===== src/rtl/sie_consts.vh =====
`ifndef SIE_CONSTS_VH
`define SIE_CONSTS_VH
// register word addresses (byte address = 4 x index)
`define SIE_ADDR_W          8
`define SIE_OFF_ESET0       8'h00
`define SIE_OFF_ESET1       8'h04
`define SIE_OFF_ESET2       8'h08
`define SIE_OFF_ESET3       8'h0c
`define SIE_OFF_ECLR0       8'h10
`define SIE_OFF_ECLR1       8'h14
`define SIE_OFF_ECLR2       8'h18
`define SIE_OFF_ECLR3       8'h1c
`define SIE_OFF_PSET3       8'h20
`define SIE_OFF_PCLR3       8'h24
`define SIE_OFF_IRQ_STAT    8'h28
`define SIE_OFF_IRQ_MASK    8'h2c
// interrupt counts and field layout
`define SIE_NUM_IRQ         101
`define SIE_TOP_BITS        5
`define SIE_GRP_W           32
// block events: bit 0 = pending rose on enabled source, bit 1 = unmapped access
`define SIE_EV_W            2
`define SIE_EV_PEND         0
`define SIE_EV_BADADDR      1
// reset values
`define SIE_ENABLE_RST      101'h0
`define SIE_PEND_RST        101'h0
`define SIE_MASK_RST        2'h0
`endif


===== src/rtl/sie_irq_enable.v =====
// Summary of operation
// - upper clear register reads raw pending 96-100
// - write one clears pending of n+96
// - writing zero changes nothing, except a plain write to the event mask register and an unmapped write, which raises an event
// - enable-set write one sets enable bit
// - enable-set/clear reads return enable state
// - enable-clear write one clears enable bit
// - disabled sources never reach gated outputs
// - set group0 bit n enables source n
// - set groups 1,2 map to n+32, n+64
// - set group3 bits 4-0 map 96-100
// - clear groups 0,1 map n, n+32
// - one private bit per source per register
// - upper clear reserved bits read zero
// - clear group2 maps n+64, clears enable
// - upper raw-set write one sets pending
`include "sie_consts.vh"
module sie_irq_enable #(
  parameter NUM_IRQ = `SIE_NUM_IRQ
) (
  input  wire                   mclk,
  input  wire                   sys_rst,
  input  wire [`SIE_ADDR_W-1:0] reg_addr,
  input  wire [31:0]            reg_wdata,
  input  wire                   reg_wr,
  input  wire                   reg_rd,
  output reg  [31:0]            reg_rdata,
  input  wire [NUM_IRQ-1:0]     sys_irq_in,
  output reg  [NUM_IRQ-1:0]     pend_raw_out,
  output reg  [NUM_IRQ-1:0]     enable_out,
  output reg  [NUM_IRQ-1:0]     gated_pending_flag,
  output reg                    irq_out
);

  // enable mask for a group: full word except the 5-bit top group
  function [31:0] grp_mask;
    input [1:0] grp;
    begin
      grp_mask = (grp == 2'h3) ? 32'h0000001f : 32'hffffffff;
    end
  endfunction

  // place a group word onto the full interrupt vector
  function [NUM_IRQ-1:0] grp_spread;
    input [1:0]  grp;
    input [31:0] word;
    reg   [127:0] wide;
    begin
      wide = 128'h0;
      wide = {96'h0, word & grp_mask(grp)} << {grp, 5'h00};
      grp_spread = wide[NUM_IRQ-1:0];
    end
  endfunction

  // pick a group word off the full vector, reserved bits zero
  function [31:0] grp_pick;
    input [1:0]         grp;
    input [NUM_IRQ-1:0] vec;
    reg   [127:0] wide;
    begin
      wide = 128'h0;
      wide[NUM_IRQ-1:0] = vec;
      wide = wide >> {grp, 5'h00};
      grp_pick = wide[31:0] & grp_mask(grp);
    end
  endfunction

  // enable and pending state
  reg  [NUM_IRQ-1:0]       enable_r;
  reg  [NUM_IRQ-1:0]       enable_nxt;
  reg  [NUM_IRQ-1:0]       pend_r;
  reg  [NUM_IRQ-1:0]       pend_nxt;

  // source synchroniser and edge history
  reg  [NUM_IRQ-1:0]       irq_s1_r;
  reg  [NUM_IRQ-1:0]       irq_s2_r;
  reg  [NUM_IRQ-1:0]       irq_s3_r;
  wire [NUM_IRQ-1:0]       irq_rise;

  // block event status and mask
  reg  [`SIE_EV_W-1:0]     ev_stat_r;
  reg  [`SIE_EV_W-1:0]     ev_stat_nxt;
  reg  [`SIE_EV_W-1:0]     ev_mask_r;
  reg  [`SIE_EV_W-1:0]     ev_now;

  // register bus decode results
  reg  [NUM_IRQ-1:0]       en_set;
  reg  [NUM_IRQ-1:0]       en_clr;
  reg  [NUM_IRQ-1:0]       pd_set;
  reg  [NUM_IRQ-1:0]       pd_clr;
  reg  [`SIE_EV_W-1:0]     stat_clr;
  reg                      mask_wr;
  reg  [31:0]              rd_nxt;
  reg                      hit;

  // source edges, read only after the two-stage synchroniser
  assign irq_rise = irq_s2_r & ~irq_s3_r;

  // register hit check, unmapped accesses raise an event
  always @* begin
    hit = 1'b1;
    if (reg_wr || reg_rd) begin
      case (reg_addr)
        `SIE_OFF_ESET0: hit = 1'b1;
        `SIE_OFF_ESET1: hit = 1'b1;
        `SIE_OFF_ESET2: hit = 1'b1;
        `SIE_OFF_ESET3: hit = 1'b1;
        `SIE_OFF_ECLR0: hit = 1'b1;
        `SIE_OFF_ECLR1: hit = 1'b1;
        `SIE_OFF_ECLR2: hit = 1'b1;
        `SIE_OFF_ECLR3: hit = 1'b1;
        `SIE_OFF_PSET3: hit = 1'b1;
        `SIE_OFF_PCLR3: hit = 1'b1;
        `SIE_OFF_IRQ_STAT: hit = 1'b1;
        `SIE_OFF_IRQ_MASK: hit = 1'b1;
        default: hit = 1'b0;
      endcase
    end
  end

  // write decode into per-source set and clear vectors
  always @* begin
    en_set   = {NUM_IRQ{1'b0}};
    en_clr   = {NUM_IRQ{1'b0}};
    pd_set   = {NUM_IRQ{1'b0}};
    pd_clr   = {NUM_IRQ{1'b0}};
    stat_clr = {`SIE_EV_W{1'b0}};
    mask_wr  = 1'b0;
    if (reg_wr) begin
      // only one bits act, except the plain mask write; zeros leave state alone
      case (reg_addr)
        `SIE_OFF_ESET0: begin
          en_set = grp_spread(2'h0, reg_wdata);
        end
        `SIE_OFF_ESET1: begin
          en_set = grp_spread(2'h1, reg_wdata);
        end
        `SIE_OFF_ESET2: begin
          en_set = grp_spread(2'h2, reg_wdata);
        end
        `SIE_OFF_ESET3: begin
          en_set = grp_spread(2'h3, reg_wdata);
        end
        `SIE_OFF_ECLR0: begin
          en_clr = grp_spread(2'h0, reg_wdata);
        end
        `SIE_OFF_ECLR1: begin
          en_clr = grp_spread(2'h1, reg_wdata);
        end
        `SIE_OFF_ECLR2: begin
          en_clr = grp_spread(2'h2, reg_wdata);
        end
        `SIE_OFF_ECLR3: begin
          en_clr = grp_spread(2'h3, reg_wdata);
        end
        `SIE_OFF_PSET3: begin
          pd_set = grp_spread(2'h3, reg_wdata);
        end
        `SIE_OFF_PCLR3: begin
          pd_clr = grp_spread(2'h3, reg_wdata);
        end
        `SIE_OFF_IRQ_STAT: begin
          stat_clr = reg_wdata[`SIE_EV_W-1:0];
        end
        `SIE_OFF_IRQ_MASK: begin
          mask_wr = 1'b1;
        end
        default: begin
          en_set = {NUM_IRQ{1'b0}};
        end
      endcase
    end
  end

  // next enable state, clear wins over set on a collision
  always @* begin
    enable_nxt = (enable_r | en_set) & ~en_clr;
  end

  // next pending state, hardware edge beats a software clear
  always @* begin
    pend_nxt = (pend_r & ~pd_clr) | irq_rise | pd_set;
  end

  // block event register: set beats write-one-to-clear
  always @* begin
    ev_now                  = {`SIE_EV_W{1'b0}};
    ev_now[`SIE_EV_PEND]    = |((irq_rise | pd_set) & enable_r);
    ev_now[`SIE_EV_BADADDR] = ~hit;
    ev_stat_nxt = ev_stat_r;
    if (|stat_clr) begin
      ev_stat_nxt = ev_stat_r & ~stat_clr;
    end
    ev_stat_nxt = ev_stat_nxt | ev_now;
  end

  // read mux, answer lands one cycle after the strobe
  always @* begin
    rd_nxt = 32'h0;
    case (reg_addr)
      `SIE_OFF_ESET0: begin
        rd_nxt = grp_pick(2'h0, enable_r);
      end
      `SIE_OFF_ESET1: begin
        rd_nxt = grp_pick(2'h1, enable_r);
      end
      `SIE_OFF_ESET2: begin
        rd_nxt = grp_pick(2'h2, enable_r);
      end
      `SIE_OFF_ESET3: begin
        rd_nxt = grp_pick(2'h3, enable_r);
      end
      `SIE_OFF_ECLR0: begin
        rd_nxt = grp_pick(2'h0, enable_r);
      end
      `SIE_OFF_ECLR1: begin
        rd_nxt = grp_pick(2'h1, enable_r);
      end
      `SIE_OFF_ECLR2: begin
        rd_nxt = grp_pick(2'h2, enable_r);
      end
      `SIE_OFF_ECLR3: begin
        rd_nxt = grp_pick(2'h3, enable_r);
      end
      `SIE_OFF_PSET3: begin
        rd_nxt = grp_pick(2'h3, pend_r);
      end
      `SIE_OFF_PCLR3: begin
        rd_nxt = grp_pick(2'h3, pend_r);
      end
      `SIE_OFF_IRQ_STAT: begin
        rd_nxt = {30'h0, ev_stat_r};
      end
      `SIE_OFF_IRQ_MASK: begin
        rd_nxt = {30'h0, ev_mask_r};
      end
      default: begin
        rd_nxt = 32'h0;
      end
    endcase
    if (!reg_rd) begin
      rd_nxt = 32'h0;
    end
  end

  // two-stage synchroniser plus edge history for the sources
  always @(posedge mclk) begin
    if (sys_rst) begin
      irq_s1_r <= {NUM_IRQ{1'b0}};
      irq_s2_r <= {NUM_IRQ{1'b0}};
      irq_s3_r <= {NUM_IRQ{1'b0}};
    end else begin
      irq_s1_r <= sys_irq_in;
      irq_s2_r <= irq_s1_r;
      irq_s3_r <= irq_s2_r;
    end
  end

  // enable state
  always @(posedge mclk) begin
    if (sys_rst) begin
      enable_r <= `SIE_ENABLE_RST;
    end else begin
      enable_r <= enable_nxt;
    end
  end

  // pending state, sticky until cleared
  always @(posedge mclk) begin
    if (sys_rst) begin
      pend_r <= `SIE_PEND_RST;
    end else begin
      pend_r <= pend_nxt;
    end
  end

  // block event status
  always @(posedge mclk) begin
    if (sys_rst) begin
      ev_stat_r <= {`SIE_EV_W{1'b0}};
    end else begin
      ev_stat_r <= ev_stat_nxt;
    end
  end

  // block event mask, plain read/write
  always @(posedge mclk) begin
    if (sys_rst) begin
      ev_mask_r <= `SIE_MASK_RST;
    end else begin
      if (mask_wr) begin
        ev_mask_r <= reg_wdata[`SIE_EV_W-1:0];
      end
    end
  end

  // read data, zero outside the answer cycle
  always @(posedge mclk) begin
    if (sys_rst) begin
      reg_rdata <= 32'h0;
    end else begin
      reg_rdata <= rd_nxt;
    end
  end

  // raw pending view for the mapping stage
  always @(posedge mclk) begin
    if (sys_rst) begin
      pend_raw_out <= {NUM_IRQ{1'b0}};
    end else begin
      pend_raw_out <= pend_nxt;
    end
  end

  // enable view for the mapping stage
  always @(posedge mclk) begin
    if (sys_rst) begin
      enable_out <= {NUM_IRQ{1'b0}};
    end else begin
      enable_out <= enable_nxt;
    end
  end

  // downstream mapping sees only enabled pending sources
  always @(posedge mclk) begin
    if (sys_rst) begin
      gated_pending_flag <= {NUM_IRQ{1'b0}};
    end else begin
      gated_pending_flag <= pend_nxt & enable_nxt;
    end
  end

  // level interrupt, high while an unmasked event is set
  always @(posedge mclk) begin
    if (sys_rst) begin
      irq_out <= 1'b0;
    end else begin
      irq_out <= |(ev_stat_nxt & ev_mask_r);
    end
  end

endmodule


===== config.mk =====
export PLATFORM = sky130hd
export DESIGN_NAME = sie_irq_enable
export DESIGN_NICKNAME = d
export VERILOG_FILES = /design/src/rtl/sie_irq_enable.v
export VERILOG_INCLUDE_DIRS = /design/src /design/src/rtl
export SDC_FILE = /design/constraint.sdc
export NUM_CORES = 1
export LEC_CHECK = 0
export ABC_AREA = 1
export BUFFER_PORTS_ARGS = -buffer_cell sky130_fd_sc_hd__clkbuf_2
export CAP_MARGIN = 0
export CELL_PAD_IN_SITES_DETAIL_PLACEMENT = 1
export CELL_PAD_IN_SITES_GLOBAL_PLACEMENT = 1
export CORE_ASPECT_RATIO = 0.7
export CORE_MARGIN = 1.5
export CORE_UTILIZATION = 44
export CTS_BUF_LIST = sky130_fd_sc_hd__clkbuf_8
export CTS_CLUSTER_DIAMETER = 120
export DETAILED_ROUTE_END_ITERATION = 12
export GPL_TIMING_DRIVEN = 0
export HOLD_SLACK_MARGIN = 0.02
export PLACE_DENSITY_LB_ADDON = 0.1
export SYNTH_ARGS = -nofsm -noshare
export SYNTH_HDL_FRONTEND = slang
export SYNTH_SLANG_ARGS = --single-unit

===== constraint.sdc =====
create_clock -name mclk -period 3.2 [get_ports mclk]
set_input_delay 0.16 -clock mclk [delete_from_list [all_inputs] [get_ports mclk]]
set_output_delay 0.16 -clock mclk [all_outputs]
set_load 0.05 [all_outputs]

## Word-level counts from Yosys, hierarchy flattened

Cells that the tools add are included.

| operators by class | value |
|---|---|
| equality and inequality tests | 11 |
| mux-type cells | 16 |
| bitwise logic cells | 18 |
| reductions and logical operators | 12 |

Operators by type and width:

| cell | count |
|---|---|
| $pmux 101 s4 | 2 |
| $mux 101 | 6 |
| $and 101x101->101 | 5 |
| $or 101x101->101 | 4 |
| $not 101->101 | 3 |
| $pmux 32 s7 | 1 |
| $reduce_or 101->1 | 1 |
| $eq 8x5->1 const B | 4 |
| $eq 8x6->1 const B | 4 |
| $eq 8x4->1 const B | 2 |
| $reduce_or 2->1 | 8 |
| $reduce_or 12->1 | 1 |
| $eq 8x3->1 const B | 1 |
| $logic_not 8->1 | 1 |
| $mux 2 | 3 |
| $and 2x2->2 | 2 |
| $mux 1 | 4 |
| $not 1->1 | 2 |
| $not 2->2 | 1 |
| $or 2x2->2 | 1 |
| $logic_or 1x1->1 | 1 |

| storage, ports and cells | value |
|---|---|
| flip-flop bits (word level) | 643 |
| input bits | 145 |
| output and inout port bits | 336 |
| word-level logic and storage cells | 67 |

## Depth between registers and ports, before layout

| logic depth | value |
|---|---|
| word-level depth | 9 |
| depth in mapped cells | 12 |
| gate-level depth less buffers | 11 |

## Least setup slack after synthesis

No wires, ideal clock.

| timing path | value |
|---|---|
| kind | register -> register |
| start | reg enable_r[2] |
| end | reg irq_out |
| library setup time | 113 ps |
| arrival | 1236 ps |
| required time | 3087 ps |
| slack | 1851 ps |
| cell stages (with the launch flop) | 11 |
| path buffers | 0 |
| period minus slack after synthesis | 1349 ps |
| cell sequence | dfxtp_1 -> nand3_1 -> nand2_1 -> nor2_1 -> nand2_1 -> nor2_1 -> nand2_1 -> nor2_1 -> nand3_1 -> nand3_1 -> nand2_1 |

| between the ends | value |
|---|---|
| cells in the longest elaborated chain, start to end | 5 |

RTL lines:

| what | RTL line | source |
|---|---|---|
| start: declaration | sie_irq_enable.v:69 | `reg [NUM_IRQ-1:0] enable_r;` |
| start signal: assignment | sie_irq_enable.v:262 | `` enable_r <= `SIE_ENABLE_RST; `` |
| start signal: assignment | sie_irq_enable.v:264 | `enable_r <= enable_nxt;` |
| $and 101x101->101 | sie_irq_enable.v:188 | `` ev_now[`SIE_EV_PEND] = \|((irq_rise \| pd_set) & enable_r); `` |
| $reduce_or 101->1 | sie_irq_enable.v:188 |  |
| $or 2x2->2 | sie_irq_enable.v:194 | `ev_stat_nxt = ev_stat_nxt \| ev_now;` |
| $and 2x2->2 | sie_irq_enable.v:338 | `irq_out <= \|(ev_stat_nxt & ev_mask_r);` |
| $reduce_or 2->1 | sie_irq_enable.v:338 |  |
| end signal: assignment | sie_irq_enable.v:338 |  |
| end: declaration | sie_irq_enable.v:32 | `output reg irq_out` |

No other way between the ends.
A chain may end at the register's enable or synchronous reset.

## Worst setup path after layout

| timing path | value |
|---|---|
| start | in reg_addr[4] |
| end | reg gated_pending_flag[27] |

| between the ends | value |
|---|---|
| cells in the longest elaborated chain, start to end | 6 |
| elaborated cells on any way between the ends | 16 |
| classes of those cells | 7 x eq/ne; 4 x mux; 4 x bitwise; 1 x reduce/logical |

RTL lines:

| what | RTL line | source |
|---|---|---|
| start: declaration | sie_irq_enable.v:23 | `` input wire [`SIE_ADDR_W-1:0] reg_addr, `` |
| $eq 8x4->1, or another cell as far along | sie_irq_enable.v:131 | `case (reg_addr)` |
| $pmux 101 s4 | sie_irq_enable.v:131 |  |
| $mux 101 | sie_irq_enable.v:129 | `if (reg_wr) begin` |
| $or 101x101->101 / $not 101->101 (equally long branches) | sie_irq_enable.v:177 | `enable_nxt = (enable_r \| en_set) & ~en_clr;` |
| $and 101x101->101 * | sie_irq_enable.v:177 |  |
| $and 101x101->101 * | sie_irq_enable.v:329 | `gated_pending_flag <= pend_nxt & enable_nxt;` |
| end signal: assignment | sie_irq_enable.v:327 | `gated_pending_flag <= {NUM_IRQ{1'b0}};` |
| end signal: assignment | sie_irq_enable.v:329 |  |
| end: declaration | sie_irq_enable.v:31 | `output reg [NUM_IRQ-1:0] gated_pending_flag,` |

Every way passes the cells marked *; elsewhere a longest branch is shown, timed or not.

==> metrics.txt <==
Ports 481; placed insts 3746; final hold viol count 0; status finished clean; Leakage 13.16 nW; overflow left after global routing 0; Die ar. 50470 um2; arrival time worst endpoint 2.94 ns; hold crit path type input pin to flip-flop; Distinct cells, synth 33; # fillers 5970; sequential share of the synthesized area 59.57%; Finished Cell Area 28270 um2; largest net degree at the start of global routing 13; WL/cell 23.90 um; Post-Synthesis Net Count 2758; site row count 67; vias in the first global route 22565; slew margin rel. 14.66%; crit path max-delay cell type o32ai_1; routed vias 21258; CP required 3.71 ns; Resized Gates After CTS 0; Pre-antenna DRT Iters 7; initial antenna violation count 9; final setup fails 0; clock root cell clkbuf_8; post-synthesis area per instance 8.270 um2; Area Growth Syn to Fin 30.83%; Gate Count Post-Synth 2613; crit share post-route 76.01%; mapped cell area 21610 um2; htree depth 3; top cells by count, synth 643 x dfxtp_1, 601 x nor2_1, 518 x inv_1; top-area cell type share of the netlist area 59.57%; GPL Wtd Cong 0.9495; Worst Path Max Fanout 10; critical path's top delay family compound AO/OA/AOI/OAI gates; Iter 0 DRT Violations 1402; slowest stage delay, CP 1.06 ns; CP Capture Type flip-flop; DRC Markers 0; setup total negative slack 0 ns; max_cap viols 0; maximum vdd drop 0.3877 mV; Final nets 3470; CTS tree yes; Worst Tran Pin Value 1.276 ns; Vias/cell 5.231; area of the core 48200 um2; CP Launch Type input pin; prevailing post-synth register cell dfxtp_1; Worst-path clk slew 0.07 ns; largest cells by area after synthesis dfxtp_1 60%, nor2_1 10%, inv_1 9.0%; die width 267.9 um; TritonCTS Sinks 643; I/O Buffers 478; Pwr Density 595.5 nW/um2; detailed placement HPWL 71.24 mm; final WL 97.13 mm; #FFs+latches synth 643; worst path cell trace dlygate4sd3_1 > clkbuf_2 > inv_2 > nor3_2 > nand2_1 > buf_2 > o32ai_1 > nor3_1; DP Area 24820 um2; Achievable Freq 411.2 MHz; TritonCTS Buffers 95; unrepaired setup endpoints after global routing false; Final min period 2.432 ns; layout cells sized above 1 21.00%; Initial Utilization 44.83%; global-route wire length before repair 141.2 mm; most numerous cell in the Yosys netlist dfxtp_1; total track usage 38.08%; Clock Skew 0.02706 ns; max-slew violation count 0; CTS max path bufs 3; CP bufs+invs 4; EDFF count, synth 0; Final ANT Viol Nets 0; cell taking the most area after synthesis dfxtp_1; final std cells w/o fill 4064; DIE HEIGHT 188.4 um; Crit Path Class input pin to flip-flop; Skew-Pair Late Insertion Delay 0.70 ns; Syn. warnings 0; asr flop ratio synth 0%
## state kept, by name, indices dropped and copies added (netlist names)
name	flops
irq_out	1
irq_s2_r	101
enable_r	101
irq_s1_r	101
ev_mask_r	2
gated_pending_flag	101
irq_s3_r	101
reg_rdata	32
pend_r	101
ev_stat_r	2
## cell type report
class                           instances  area (um2)  share of cell area (%)
Antenna cell                            9       22.52                 0.07966
Clock buffer                          127        1748                   6.183
Sequential cell                       643       12870                   45.53
Inverter                              525        1971                   6.971
Timing Repair Buffer                  615        3764                   13.31
Multi-Input combinational cell       1336        6302                   22.29
Clock inverter                         45       309.0                   1.093
Tap cell                              655       819.5                   2.899
Buffer                                109       462.9                   1.638
## through the flow
stage | hold slack (ns) | setup WS (ns) | utilization [%] | power, W
floorplan | 0.2670 | 1.851 | - | 0.009156
global placement | 0.3524 | 0.8100 | 51.49 | 0.009554
detailed placement | 0.3584 | 0.7997 | 51.49 | 0.009602
CTS | 0.02293 | 1.010 | 58.60 | 0.01676
global route | 0.1087 | 0.8533 | 58.62 | 0.01732
finish | 0.08328 | 0.7678 | 58.65 | 0.01684
## timing repair
action,in CTS,in global routing
setup buffers,0,0
endpoints found under the setup margin,0,0
hold endpoints to repair,259,0
hold buffers,137,0
## worst min-delay path: stages
cell,delay [ns]
clkbuf_2,0.12
nand2_1,0.13
nor2_1,0.14
nand3_1,0.10
a21oi_1,0.07
## cells by family after synthesis
| group | count (synthesis) | synth area share [%] |
|---|---|---|
| AOI/OAI and AO/OA | 305 | 9.450 |
| buffers and inverters | 634 | 11.26 |
| DFF | 643 | 59.57 |
| and+or+nand+nor | 1031 | 19.72 |
## routing by layer
metal | vias to the layer above | share of wire [%] | global-route usage (%)
li1 | 9487 | - | -
met1 | 10539 | 41 | 47.90
met2 | 984 | 47 | 62.58
met3 | 242 | 8.3 | 9.266
met4 | 6 | 4.0 | 15.49
met5 | - | 0.042 | 0
## cells in the final DEF, fill, tap and decap left out, types with 10 or more instances in the layout
| master | count |
|---|---|
| clkbuf_1 | 73 |
| o32ai_2 | 13 |
| nand3_1 | 113 |
| clkbuf_8 | 127 |
| nor2_1 | 601 |
| o21ai_0 | 26 |
| o32ai_1 | 31 |
| clkbuf_2 | 478 |
| nor3_1 | 92 |
| o31ai_1 | 36 |
| a21oi_1 | 108 |
| nand2_1 | 194 |
| inv_1 | 545 |
| o22ai_1 | 16 |
| o221ai_1 | 11 |
| dlygate4sd3_1 | 137 |
| nor3_2 | 10 |
| o21ai_1 | 45 |
| dfxtp_1 | 643 |
| buf_2 | 31 |
## power by group
group          switching [W]  internal (W)  leakage (nW)  total (W)
clock                0.00334       0.00387          1.15    0.00721
sequential          0.000128       0.00823          5.25    0.00836
combinational       0.000905      0.000363          6.76    0.00127
## path summary, 6_finish.rpt
check	startpoint	end	slack [ns]	depth (start not counted)
min	reg_addr[2]	ev_mask_r[0]	0.08	5
min reg2reg	irq_s1_r[32]	irq_s2_r[32]	0.40	2
max	reg_addr[4]	gated_pending_flag[27]	0.77	8
max reg2reg	enable_r[78]	irq_out	1.22	10
Power figures use the tool's default switching activity.
